### src/pkg/serial_port_pkg.sv
// Purpose: Constants for the serial port register bank and its load script
// Assumes: 13-bit register space, 20 MHz system clock
// Notes:   Script image stands in for the non-volatile store
// Summary of operation
// RL1: Config bit 7 set sends read data on the separate output pin, else 3-wire.
// RL2: Config bit 6 set shifts LSB and byte first; address steps upward.
// RL3: Config bit 6 clear shifts MSB and byte first; address steps downward.
// RL4: Config bit 5 resets the device and starts the script download if enabled.
// RL5: Config register at address zero is never taken from the store.
// RL6: Readback bit 0 selects buffered values, else active values are read.
// RL7: Writing 1 to update bit 0 copies buffered registers into active ones.
// RL8: Buffered registers act only after the update strobe; live ones act at once.
// RL9: Status register snapshot refreshes only on the update strobe.
// RL10: Update strobe bit clears itself and reads back as 0.
// RL11: Script data entry is a count byte then a two-byte start address.
// RL12: Script byte A0 pulses output PLL calibration, then continues.
// RL13: Script byte 80 acts as update strobe for what was loaded so far.
// RL14: Script byte FF stops the interpreter; later entries are unused.
package serial_port_pkg;

  // ------------------------------------------------------------
  // Register map
  // ------------------------------------------------------------
  localparam int         ADDR_W      = 13;
  localparam logic [12:0] CFG_ADDR    = 13'h0000;
  localparam logic [12:0] RB_ADDR     = 13'h0004;
  localparam logic [12:0] UPD_ADDR    = 13'h0005;
  localparam logic [12:0] STATUS_ADDR = 13'h0D00;
  localparam logic [12:0] BUF_BASE    = 13'h0600;
  localparam int         CFG_SDO_BIT = 7;
  localparam int         CFG_LSB_BIT = 6;
  localparam int         CFG_RST_BIT = 5;
  localparam int         RB_SEL_BIT  = 0;
  localparam int         UPD_BIT     = 0;
  localparam logic [7:0] BYTE_RESET  = 8'h00;
  localparam logic       BIT_RESET   = 1'b0;
  // Idle pin levels {boot enable, data, chip select, serial clock}
  localparam logic [3:0] PIN_IDLE    = 4'h2;

  // ------------------------------------------------------------
  // Serial framing
  // ------------------------------------------------------------
  localparam logic [3:0] INSTR_LAST  = 4'hF;
  localparam logic [3:0] BYTE_LAST   = 4'h7;
  localparam int         RD_BIT      = 15;

  // ------------------------------------------------------------
  // Load script
  // ------------------------------------------------------------
  localparam logic [7:0] OP_UPDATE   = 8'h80;
  localparam logic [7:0] OP_CAL      = 8'hA0;
  localparam logic [7:0] OP_END      = 8'hFF;
  localparam int         SCRIPT_AW   = 4;
  localparam logic [7:0] SCRIPT_IMAGE [0:15] = '{
    8'h03, 8'h06, 8'h00, 8'h11, 8'h22, 8'h33, 8'h44, 8'hA0,
    8'h80, 8'hFF, 8'h00, 8'h00, 8'h00, 8'h00, 8'h00, 8'h00};

  typedef enum logic [4:0] {
    S_IDLE = 5'b00001,
    S_OP   = 5'b00010,
    S_HI   = 5'b00100,
    S_LO   = 5'b01000,
    S_DATA = 5'b10000
  } script_state_type;

endpackage : serial_port_pkg

### src/core/serial_port_buffered_regs.sv
// Purpose: Serial control port with double-buffered register bank
// Assumes: Serial clock well below a sixth of clock_i
// Notes:   Pins pass three flops, clock, select and boot enable a fourth filter flop; script has priority over serial writes
`timescale 1ns/1ns
module serial_port_buffered_regs
  import serial_port_pkg::*;
#(
  parameter int BUF_N = 4
) (
  // Clock and reset
  input  wire logic                  clock_i,
  input  wire logic                  reset_n_i,
  // Serial pins
  input  wire logic                  sclk_i,
  input  wire logic                  csb_n_i,
  input  wire logic                  sdio_i,
  output logic                       sdio_o,
  output logic                       sdio_oe_o,
  output logic                       sdo_o,
  output logic                       sdo_oe_o,
  // Device side
  input  wire logic                  boot_en_i,
  input  wire logic [7:0]            status_i,
  output logic [BUF_N-1:0][7:0]      active_o,
  output logic                       pll_cal_o,
  output logic                       boot_busy_o
);

  // ------------------------------------------------------------
  // Pin synchronisers
  // ------------------------------------------------------------
  logic [3:0] s1_reg, s2_reg, s3_reg, filt_reg;
  logic       sclk_rise, sclk_fall, cs_act, din;

  always_ff @(posedge clock_i or negedge reset_n_i) begin
    if (!reset_n_i) begin
      // All stages start at idle levels, so no false select or edge after reset
      s1_reg   <= PIN_IDLE;
      s2_reg   <= PIN_IDLE;
      s3_reg   <= PIN_IDLE;
      filt_reg <= PIN_IDLE;
    end else begin
      s1_reg <= {boot_en_i, sdio_i, csb_n_i, sclk_i};
      s2_reg <= s1_reg;
      s3_reg <= s2_reg;
      for (int i = 0; i < 4; i++) begin
        if (s2_reg[i] == s3_reg[i]) filt_reg[i] <= s3_reg[i];
      end
    end
  end

  // Edges only once two stages agree, to reject a single glitch
  assign sclk_rise = (s2_reg[0] == s3_reg[0]) && s3_reg[0] && !filt_reg[0];
  assign sclk_fall = (s2_reg[0] == s3_reg[0]) && !s3_reg[0] && filt_reg[0];
  assign cs_act    = !filt_reg[1];
  assign din       = s3_reg[2];

  // ------------------------------------------------------------
  // Register state
  // ------------------------------------------------------------
  logic                   sdo_en_reg, lsb_reg, rb_sel_reg, update_reg, soft_rst_reg;
  logic [BUF_N-1:0][7:0]  buf_reg, act_reg;
  logic [7:0]             status_snap_reg;
  script_state_type       scr_state_reg;
  logic [SCRIPT_AW-1:0]   ptr_reg;
  logic [7:0]             cnt_reg, rom_byte;
  logic [ADDR_W-1:0]      saddr_reg;
  logic                   scr_we, scr_commit;

  function automatic logic in_buf(input logic [ADDR_W-1:0] a);
    in_buf = (a >= BUF_BASE) && (a < BUF_BASE + ADDR_W'(BUF_N));
  endfunction : in_buf

  function automatic logic [7:0] read_byte(input logic [ADDR_W-1:0] a);
    logic [ADDR_W-1:0] idx;
    idx = a - BUF_BASE;
    read_byte = 8'h00;
    if (a == CFG_ADDR) read_byte = {sdo_en_reg, lsb_reg, 6'h00};
    else if (a == RB_ADDR) read_byte = {7'h00, rb_sel_reg};
    else if (a == UPD_ADDR) read_byte = {7'h00, update_reg};      // [RL10]
    else if (a == STATUS_ADDR) read_byte = status_snap_reg;
    else if (in_buf(a)) begin
      read_byte = rb_sel_reg ? buf_reg[idx] : act_reg[idx];      // [RL6]
    end
  endfunction : read_byte

  // ------------------------------------------------------------
  // Serial engine
  // ------------------------------------------------------------
  logic [15:0]        sh_reg, sh_next;
  logic [3:0]         bit_cnt_reg;
  logic               instr_reg, rd_reg, byte_end, spi_we;
  logic [7:0]         tx_reg, rx_byte;
  logic [ADDR_W-1:0]  addr_reg, addr_step, instr_addr;

  assign sh_next    = lsb_reg ? {din, sh_reg[15:1]} : {sh_reg[14:0], din};     // [RL2] [RL3]
  assign rx_byte    = lsb_reg ? sh_next[15:8] : sh_next[7:0];
  assign instr_addr = sh_next[ADDR_W-1:0];
  assign byte_end   = cs_act && sclk_rise && !instr_reg && (bit_cnt_reg == BYTE_LAST);
  assign spi_we     = byte_end && !rd_reg;
  assign addr_step  = lsb_reg ? addr_reg + 13'h0001 : addr_reg - 13'h0001;  // [RL2] [RL3]

  always_ff @(posedge clock_i or negedge reset_n_i) begin
    if (!reset_n_i) begin
      sh_reg      <= 16'h0000;
      bit_cnt_reg <= 4'h0;
      instr_reg   <= 1'b1;
      rd_reg      <= 1'b0;
      addr_reg    <= CFG_ADDR;
    end else if (!cs_act) begin
      bit_cnt_reg <= 4'h0;
      instr_reg   <= 1'b1;
      rd_reg      <= 1'b0;
    end else if (sclk_rise) begin
      sh_reg      <= sh_next;
      bit_cnt_reg <= bit_cnt_reg + 4'h1;
      if (instr_reg && bit_cnt_reg == INSTR_LAST) begin
        instr_reg   <= 1'b0;
        bit_cnt_reg <= 4'h0;
        rd_reg      <= sh_next[RD_BIT];
        addr_reg    <= instr_addr;
      end else if (byte_end) begin
        bit_cnt_reg <= 4'h0;
        addr_reg    <= addr_step;
      end
    end
  end

  // Read byte is fetched at the frame point, shifted out on falling edges
  always_ff @(posedge clock_i or negedge reset_n_i) begin
    if (!reset_n_i) begin
      tx_reg    <= BYTE_RESET;
      sdio_o    <= BIT_RESET;
      sdo_o     <= BIT_RESET;
      sdio_oe_o <= BIT_RESET;
      sdo_oe_o  <= BIT_RESET;
    end else begin
      sdo_oe_o  <= cs_act && rd_reg && !instr_reg && sdo_en_reg;    // [RL1]
      sdio_oe_o <= cs_act && rd_reg && !instr_reg && !sdo_en_reg;   // [RL1]
      if (cs_act && sclk_rise && instr_reg && bit_cnt_reg == INSTR_LAST) begin
        tx_reg <= read_byte(instr_addr);
      end else if (byte_end) begin
        tx_reg <= read_byte(addr_step);
      end else if (cs_act && sclk_fall && rd_reg && !instr_reg) begin
        sdio_o <= lsb_reg ? tx_reg[0] : tx_reg[7];
        sdo_o  <= lsb_reg ? tx_reg[0] : tx_reg[7];
        tx_reg <= lsb_reg ? {1'b0, tx_reg[7:1]} : {tx_reg[6:0], 1'b0};
      end
    end
  end

  // ------------------------------------------------------------
  // Register writes
  // ------------------------------------------------------------
  logic [ADDR_W-1:0] wr_addr;
  logic [7:0]        wr_data;
  logic              wr_spi;

  assign wr_spi  = spi_we && !scr_we;
  assign wr_addr = scr_we ? saddr_reg : addr_reg;
  assign wr_data = scr_we ? rom_byte : rx_byte;

  always_ff @(posedge clock_i or negedge reset_n_i) begin
    if (!reset_n_i) begin
      sdo_en_reg   <= BIT_RESET;
      lsb_reg      <= BIT_RESET;
      rb_sel_reg   <= BIT_RESET;
      soft_rst_reg <= BIT_RESET;
      update_reg   <= BIT_RESET;
    end else if (soft_rst_reg) begin
      sdo_en_reg   <= BIT_RESET;                                     // [RL4]
      lsb_reg      <= BIT_RESET;
      rb_sel_reg   <= BIT_RESET;
      soft_rst_reg <= BIT_RESET;
      update_reg   <= BIT_RESET;
    end else begin
      soft_rst_reg <= wr_spi && addr_reg == CFG_ADDR && rx_byte[CFG_RST_BIT];  // [RL4]
      update_reg   <= scr_commit ||
                      (wr_spi && addr_reg == UPD_ADDR && rx_byte[UPD_BIT]);   // [RL10] [RL13]
      // Address zero is only reachable from the serial port
      if (wr_spi && addr_reg == CFG_ADDR) begin                    // [RL5]
        sdo_en_reg <= rx_byte[CFG_SDO_BIT];                          // [RL1]
        lsb_reg    <= rx_byte[CFG_LSB_BIT];
      end
      if ((wr_spi || scr_we) && wr_addr == RB_ADDR) rb_sel_reg <= wr_data[RB_SEL_BIT];
    end
  end

  always_ff @(posedge clock_i or negedge reset_n_i) begin
    if (!reset_n_i) begin
      buf_reg         <= '0;
      act_reg         <= '0;
      status_snap_reg <= BYTE_RESET;
    end else if (soft_rst_reg) begin
      buf_reg         <= '0;
      act_reg         <= '0;
      status_snap_reg <= BYTE_RESET;
    end else begin
      if ((wr_spi || scr_we) && in_buf(wr_addr)) begin
        buf_reg[wr_addr - BUF_BASE] <= wr_data;                    // [RL8]
      end
      if (update_reg) begin
        act_reg         <= buf_reg;                                  // [RL7] [RL8]
        status_snap_reg <= status_i;                                 // [RL9]
      end
    end
  end

  assign active_o = act_reg;

  // ------------------------------------------------------------
  // Load script interpreter
  // ------------------------------------------------------------
  assign rom_byte   = SCRIPT_IMAGE[ptr_reg];
  assign scr_we     = scr_state_reg == S_DATA;
  assign scr_commit = scr_state_reg == S_OP && rom_byte == OP_UPDATE;

  always_ff @(posedge clock_i or negedge reset_n_i) begin
    if (!reset_n_i) begin
      scr_state_reg <= S_IDLE;
      ptr_reg       <= '0;
      cnt_reg       <= BYTE_RESET;
      saddr_reg     <= CFG_ADDR;
      pll_cal_o     <= BIT_RESET;
      boot_busy_o   <= BIT_RESET;
    end else begin
      pll_cal_o   <= scr_state_reg == S_OP && rom_byte == OP_CAL;   // [RL12]
      boot_busy_o <= scr_state_reg != S_IDLE;
      unique case (scr_state_reg)
        S_IDLE: begin
          ptr_reg <= '0;
          if (soft_rst_reg && filt_reg[3]) scr_state_reg <= S_OP;     // [RL4]
        end
        S_OP: begin
          ptr_reg <= ptr_reg + 1'b1;
          if (rom_byte == OP_END) begin
            scr_state_reg <= S_IDLE;                                 // [RL14]
          end else if (!rom_byte[7]) begin
            cnt_reg       <= rom_byte;                               // [RL11]
            scr_state_reg <= S_HI;
          end
        end
        S_HI: begin
          saddr_reg[12:8] <= rom_byte[4:0];                          // [RL11]
          ptr_reg         <= ptr_reg + 1'b1;
          scr_state_reg   <= S_LO;
        end
        S_LO: begin
          saddr_reg[7:0] <= rom_byte;
          ptr_reg        <= ptr_reg + 1'b1;
          scr_state_reg  <= S_DATA;
        end
        S_DATA: begin
          saddr_reg <= saddr_reg + 13'h0001;
          ptr_reg   <= ptr_reg + 1'b1;
          cnt_reg   <= cnt_reg - 8'h01;
          if (cnt_reg == BYTE_RESET) scr_state_reg <= S_OP;
        end
      endcase
    end
  end

  // ------------------------------------------------------------
  // Assertions
  // ------------------------------------------------------------
  property p_upd_clear;
    @(posedge clock_i) disable iff (!reset_n_i)
    update_reg && !scr_commit && !wr_spi |=> !update_reg;
  endproperty
  a_upd_clear: assert property (p_upd_clear) // [RL10]
    else $error("update strobe did not clear");

  property p_commit;
    @(posedge clock_i) disable iff (!reset_n_i)
    update_reg && !soft_rst_reg |=> act_reg == $past(buf_reg);
  endproperty
  a_commit: assert property (p_commit) // [RL7]
    else $error("active copy differs from buffer after update");

  property p_hold;
    @(posedge clock_i) disable iff (!reset_n_i)
    !update_reg && !soft_rst_reg |=> $stable(act_reg);
  endproperty
  a_hold: assert property (p_hold) // [RL8]
    else $error("active copy changed without update");

  property p_status;
    @(posedge clock_i) disable iff (!reset_n_i)
    !update_reg && !soft_rst_reg |=> $stable(status_snap_reg);
  endproperty
  a_status: assert property (p_status) // [RL9]
    else $error("status snapshot moved without update");

  property p_soft;
    @(posedge clock_i) disable iff (!reset_n_i)
    soft_rst_reg && filt_reg[3] && scr_state_reg == S_IDLE
      |=> scr_state_reg == S_OP && !sdo_en_reg && !lsb_reg;
  endproperty
  a_soft: assert property (p_soft) // [RL4]
    else $error("soft reset did not start download");

  property p_cal;
    @(posedge clock_i) disable iff (!reset_n_i)
    pll_cal_o |-> $past(scr_state_reg) == S_OP && $past(rom_byte) == OP_CAL;
  endproperty
  a_cal: assert property (p_cal) // [RL12]
    else $error("calibrate pulse without its script byte");

  property p_end;
    @(posedge clock_i) disable iff (!reset_n_i)
    scr_state_reg == S_OP && rom_byte == OP_END |=> scr_state_reg == S_IDLE ##1
      (scr_state_reg == S_IDLE || $past(soft_rst_reg));
  endproperty
  a_end: assert property (p_end) // [RL14]
    else $error("script kept running after end byte");

  property p_cfg_excl;
    @(posedge clock_i) disable iff (!reset_n_i)
    scr_we && !soft_rst_reg |=> $stable(sdo_en_reg) && $stable(lsb_reg);
  endproperty
  a_cfg_excl: assert property (p_cfg_excl) // [RL5]
    else $error("script altered serial configuration");

  property p_pin;
    @(posedge clock_i) disable iff (!reset_n_i)
    sdo_oe_o |-> $past(sdo_en_reg) && !sdio_oe_o;
  endproperty
  a_pin: assert property (p_pin) // [RL1]
    else $error("read data on wrong pin");

  property p_step;
    @(posedge clock_i) disable iff (!reset_n_i)
    byte_end |=> addr_reg == ($past(lsb_reg) ? $past(addr_reg) + 13'h0001
                                            : $past(addr_reg) - 13'h0001);
  endproperty
  a_step: assert property (p_step) // [RL2] [RL3]
    else $error("address step in wrong direction");

  c_write: cover property (@(posedge clock_i) spi_we && in_buf(addr_reg));
  c_commit: cover property (@(posedge clock_i) update_reg ##1 act_reg != '0);
  c_script: cover property (@(posedge clock_i) scr_state_reg == S_DATA ##[1:20] pll_cal_o);
  c_read4w: cover property (@(posedge clock_i) sdo_oe_o && lsb_reg);

endmodule : serial_port_buffered_regs

### config.mk
export PLATFORM = sky130hd
export DESIGN_NAME = serial_port_buffered_regs
export DESIGN_NICKNAME = d
export VERILOG_FILES = /design/src/pkg/serial_port_pkg.sv /design/src/core/serial_port_buffered_regs.sv
export SDC_FILE = /design/constraint.sdc
export NUM_CORES = 1
export LEC_CHECK = 0
export BUFFER_PORTS_ARGS = -buffer_cell sky130_fd_sc_hd__buf_2
export CORE_MARGIN = 2
export CORE_UTILIZATION = 40
export DETAILED_ROUTE_END_ITERATION = 8
export HOLD_SLACK_MARGIN = 0.1
export PLACE_DENSITY = 0.65
export RECOVER_POWER = 50
export SLEW_MARGIN = 20
export SYNTH_ARGS = -nofsm -noshare
export SYNTH_HDL_FRONTEND = slang
export SYNTH_SLANG_ARGS = --single-unit
### constraint.sdc
create_clock -name clock_i -period 9.8 [get_ports clock_i]
set_input_delay 0.49 -clock clock_i [delete_from_list [all_inputs] [get_ports clock_i]]
set_output_delay 0.49 -clock clock_i [all_outputs]
set_load 0.1 [all_outputs]
After elaboration in Yosys (flattened, before gate mapping)
Memories as Yosys holds them, arrays and structs flattened.
Cells that the tools add are included.

storage, ports and cells
  bits in registers = 170
  ROM bits = 128
  input port bits = 14
  output and inout bits = 38
  logic and storage cells = 223
  memories kept = 1

memory list
  memory           depth  bits a word  read ports  clocked after Yosys merged registers in  write ports  RTL line                          source
  (no name shown)  16     8            1           0                                        0            serial_port_buffered_regs.sv:214  assign rom_byte = SCRIPT_IMAGE[ptr_reg];

operators by class
  $add $sub $neg = 9
  $lt $le $gt $ge = 11
  eq/ne operators = 27
  mux-type cells = 72
  bitwise gates (word level) = 4
  reductions and logical operators = 63

operators with widths
  operator                                                                  number
  8-bit 2-to-1 mux                                                          29
  32-bit 2-to-1 mux                                                         4
  13-bit by 3-bit equality test with 1-bit output (second input constant)   6
  8-bit binary-select mux with 2-bit select                                 4
  13-bit 2-to-1 mux                                                         4
  13-bit by 11-bit >= comparator with 1-bit output (second input constant)  3
  13-bit zero test                                                          3
  13-bit by 11-bit < comparator with 1-bit output (second input constant)   3
  13-bit by 3-bit < comparator with 1-bit output (second input constant)    3
  13-bit by 11-bit subtractor with 13-bit output (second input constant)    3
  32-bit bitwise mux                                                        1
  1-bit logical AND                                                         32
  8-bit case mux with 2 select lines                                        2
  13-bit by 1-bit adder with 13-bit output (second input constant)          2
  13-bit by 12-bit equality test with 1-bit output (second input constant)  2
  5-bit case mux with 5 select lines                                        1
  8-bit equality test (second input constant)                               3
  5-bit 2-to-1 mux                                                          4
  2-bit nonzero test                                                        10
  8-bit demux with 2-bit select                                             1
  16-bit 2-to-1 mux                                                         1
  4-bit 2-to-1 mux                                                          4
  1-bit 2-to-1 mux                                                          15
  13-bit by 1-bit >= comparator with 1-bit output (second input constant)   1
  27 further kinds                                                          45

Depth between registers and ports, before layout
  word-level depth = 13
  depth in mapped cells = 14
  gate-level depth less buffers = 10

Worst setup path before layout
Ideal clock, no wire load.

  kind = register to register
  start = reg lsb_reg
  end = reg tx_reg[4]
  data arrival time = 3.373 ns
  data required time = 9.674 ns
  slack = 6.300 ns
  stages on the path, launching flop included = 13
  buffers on the path = 2
  cell sequence = dfrtp_1 > buf_2 > buf_1 > inv_1 > ha_1 > o211a_4 > a2111oi_4 > o21bai_2 > a2111oi_4 > o2111ai_4 > nor2_2 > a31o_2 > o22ai_1

on the way
  longest elaborated chain between the ends = 12

RTL lines
  what                                            RTL line                          source
  start: declaration                              serial_port_buffered_regs.sv:61   logic sdo_en_reg, lsb_reg, rb_sel_reg, update_reg, soft_rst_reg;
  start signal: assignment                        serial_port_buffered_regs.sv:183  lsb_reg <= rx_byte[CFG_LSB_BIT];
  13-bit 2-to-1 mux                               serial_port_buffered_regs.sv:101  assign addr_step = lsb_reg ? addr_reg + 13'h0001 : addr_reg - 13'h0001;
  13-bit by 11-bit subtractor with 13-bit output  serial_port_buffered_regs.sv:76   idx = a - BUF_BASE;
  8-bit binary-select mux with 2-bit select       serial_port_buffered_regs.sv:83   read_byte = rb_sel_reg ? buf_reg[idx] : act_reg[idx];
  8-bit 2-to-1 mux (not written as such)          serial_port_buffered_regs.sv:83
  8-bit 2-to-1 mux                                serial_port_buffered_regs.sv:83
  8-bit 2-to-1 mux                                serial_port_buffered_regs.sv:82   else if (in_buf(a)) begin
  8-bit 2-to-1 mux                                serial_port_buffered_regs.sv:81   else if (a == STATUS_ADDR) read_byte = status_snap_reg;
  8-bit 2-to-1 mux                                serial_port_buffered_regs.sv:80   else if (a == UPD_ADDR) read_byte = {7'h00, update_reg};
  8-bit 2-to-1 mux                                serial_port_buffered_regs.sv:79   else if (a == RB_ADDR) read_byte = {7'h00, rb_sel_reg};
  8-bit 2-to-1 mux                                serial_port_buffered_regs.sv:78   if (a == CFG_ADDR) read_byte = {sdo_en_reg, lsb_reg, 6'h00};
  8-bit 2-to-1 mux                                serial_port_buffered_regs.sv:142  end else if (byte_end) begin
  8-bit 2-to-1 mux (*)                            serial_port_buffered_regs.sv:140  if (cs_act && sclk_rise && instr_reg && bit_cnt_reg == INSTR_LAST) begin
  end signal: assignment                          serial_port_buffered_regs.sv:141  tx_reg <= read_byte(instr_addr);
  end signal: assignment                          serial_port_buffered_regs.sv:143  tx_reg <= read_byte(addr_step);
  end signal: assignment                          serial_port_buffered_regs.sv:147  tx_reg <= lsb_reg ? {1'b0, tx_reg[7:1]} : {tx_reg[6:0], 1'b0};
  end: declaration                                serial_port_buffered_regs.sv:93   logic [7:0] tx_reg, rx_byte;

Every way passes the cells marked *; elsewhere a longest branch is shown, timed or not. The select of a mux whose other input is x is not followed.
A chain may end at the register's enable or synchronous reset.

==> flow_summary.toml <==
[worst_hold_path]
worstHoldPathCells = 1
min_path_type = "in -> reg"
hold_path.startpoint = "csb_n_i"
hold_end = "s1_reg[1]"

[global_routing]
grt_max_degree = 70
grt_usage = 0.214
gr-total-overflow = 0
grt_pass1_wl_mm = 45.3
grt_pass1_vias = 8253
antenna_found_initial = 0

[floorplanning]
num_rows = 58
die_y_microns = 165
core_sq_um = 25300
die_x_microns = 165
ioPinCount = 52
initial_core_util = 0.409
dieArea_sq_um = 27100

[setup_path]
r2r_start = "s2_reg[0]"
path_cells = "dlygate4sd3_1 -> clkbuf_1 -> clkbuf_1"
worstPathRequired_ps = 9520
path_delay_family = "buffers and inverters"
r2r_cells = 10
r2r_end = "tx_reg[7]"
crit_fanout = 53
crit_type = "in -> async"
startpoint_type = "input pin"
cpMostUsedCell = "clkbuf_1"
cp.arrival_ps = 5210
worstSetupEndpointType = "asynchronous set/reset pin"
cp_slowest_cell = "clkbuf_1"
worst-path-stages = 3
ff2ff_setup_slack_ps = 5340
cp_num_buf_inv = 3
max_stage_delay_ps = 2130

[pwr]
ir_worst_vdd_uv = 128
p_leak_nw = 4.56
p_int_mw = 1.18
fin_total_pwr_mw = 1.67
clkPwrFrac = 0.408
switching_share = 0.290
p_per_area_nw_per_um2 = 146
p_sw_uw = 482
pwr-share-comb = 0.112
p_seq_frac = 0.480

[clocking]
htree_levels = 4
cts_root_buffer = "clkbuf_16"
clk_pin_slew_ps = 70
worstSkewPairLatency_ps = 440
postCtsSetupBuffers = 0
post_cts_resized = 0
cts.sinks = 170
cts_tree = "yes"
cts_buffers = 17
cts_buffer_depth = 2
cts_hold_buf = 1

[logic_synthesis]
async_flop_share = 1.00
synth-adder-area-share = 0.0317
ys_ff_latch = 170
syn-num-nets = 1102
yosys_warnings = 0
synth_area_leaders = "dfrtp_1 40%, mux2i_1 7.3%, mux4_2 7.0%, nor2_1 5.1%, a21oi_1 4.0%"
synth_flop_cell = "dfrtp_1"
synth.top_cell.area_share = 0.397
yosysTopAreaCell = "dfrtp_1"
synth_top_family_by_area = "compound AO/OA/AOI/OAI gates"
synthMuxAreaShare = 0.157
synth-xor-area-share = 0.0134
syn_inst = 1064
synth_area_sq_um = 10300
synth_compound_area_frac = 0.179
synth_edf_count = 0
yosysSeqAreaShare = 0.413
syn_avg_cell_area_sq_um = 9.71
synth_cell_types = 75
synth_simple_gate_area_share = 0.173

[drt]
via_per_inst = 6.00
dr_total_vias = 8550
wirelength_mm = 28.0
antenna_left = 0
drtIter0Drc = 788
drc = 0
drt_pass1_iterations = 6
post_drt_wl_per_cell_microns = 19.7

[cells_and_area]
finalNonFillerCells = 1424
area_growth_pct = 10.4
diodes = 0
drive_above_1_share = 0.116
final_common_cell = "dfrtp_1"
fillers = 2412
layout_common_cells = "161 x dfrtp_1, 138 x nor2_1, 92 x nand2_1, 81 x a21oi_1, 74 x mux2i_1"
fin_nets = 1119

[sta]
maxSlewViolCount = 150
finalSetupViolCount = 0
slew_headroom = -1.01
setup_tns_ps = 0
rsz0062_at_grt = "false"
holdWs_ps = 146
worstMarginPinSlew_ps = 3010
hold_violations = 0
finClkSkew_ps = 11.0
fin_crit_ps = 5500
min_period_over_period = 0.561
clock.fmax_ghz = 0.182

[placed_design]
dpl.hpwl_mm = 19.6
dp.cells = 1390
io_buffer_count = 51
gp_congestion = 0.862

[status]
outcome = "finished, violations left"
failed_checks = "capacitance limit, slew limit"

[flow_run]
cap_viol_max_count = 3
-- power by group through the flow --
stage	clock (mW)	combinational [mW]	sequential, mW
after floorplan	0	0.137	0.780
after global placement	0	0.181	0.809
after detailed placement	0	0.185	0.810
after CTS	0.686	0.187	0.797
after global routing	0.715	0.208	0.806
final	0.680	0.187	0.799
-- cell usage after synthesis (9+ instances only) --
| cell | n |
|---|---|
| clkbuf_1 | 49 |
| nand3b_1 | 19 |
| a21oi_1 | 82 |
| and3_1 | 10 |
| nand2_1 | 92 |
| nor3_1 | 18 |
| nor3b_1 | 10 |
| dfrtp_1 | 164 |
| o21ai_0 | 62 |
| mux4_2 | 32 |
| o22ai_1 | 9 |
| a21o_1 | 12 |
| mux2i_1 | 75 |
| a211oi_1 | 11 |
| nand2b_1 | 9 |
| nor2_1 | 140 |
| mux2_2 | 12 |
| ha_1 | 23 |
| nor2b_1 | 11 |
| inv_1 | 21 |
| a31oi_1 | 9 |
| nand3_1 | 19 |
| a2bb2o_1 | 13 |
| o211ai_1 | 9 |
-- worst reg2reg max path, cell delays in order (launching register included) --
cell and delay (ps):
dfrtp_1 370, ha_1 170, nand2b_1 170, nor2_2 130, clkbuf_1 1050, nand4_1 1030, o21ai_1 830, nand2_1 160
a21oi_1 210, a211oi_1 90, a31oi_1 170
-- area by class of cell --
class / instances / area [sq um] / share of cell area
multi-input cells: 808 / 5750 / 0.505
flip-flops and latches: 170 / 4270 / 0.374
clock buffers: 19 / 453 / 0.0397
well taps: 330 / 413 / 0.0362
repair buffers: 63 / 304 / 0.0267
clock inverters: 13 / 131 / 0.0115
inverters: 21 / 78.8 / 0.00692
-- worst max path at each step --
| stage | slack (ps) | end | startpoint |
|---|---|---|---|
| 2_1_floorplan | 6300 | tx_reg[4] | lsb_reg |
| 3_3_place_gp | 6240 | tx_reg[6] | lsb_reg |
| 3_5_place_dp | 6180 | tx_reg[7] | lsb_reg |
| 4_1_cts | 6170 | tx_reg[7] | lsb_reg |
| 5_1_grt | 3060 | soft_rst_reg | reset_n_i |
| 6_report | 4300 | soft_rst_reg | reset_n_i |
-- metal layers --
metal / up-vias / wire [microns] / global-route usage
met5: - / 0 / 0
met4: 0 / 558 / 0.0668
met1: 4259 / 12600 / 0.303
met3: 46 / 1510 / 0.0314
met2: 278 / 13300 / 0.338
li1: 3967 / - / -
-- cells by family (layout without fill, tap and decap cells) --
family          after synthesis  count (layout)
mux                         120             120
fa+ha+maj                    26              26
simple gates                375             375
xor+xnor                     15              15
flops                       170             170
compound gates              272             272
buf+inv                      86             116
-- per-stage QoR --
step | utilization | setup WS [ps] | instance area [sq um]
global route | 0.451 | 3060 | 11400
CTS | 0.453 | 6170 | 11400
detailed placement | 0.429 | 6180 | 10800
finish | 0.451 | 4300 | 11400
floorplan | - | 6300 | 10300
global placement | 0.429 | 6240 | 10800
No activity file was read; power rests on OpenSTA's default activity.
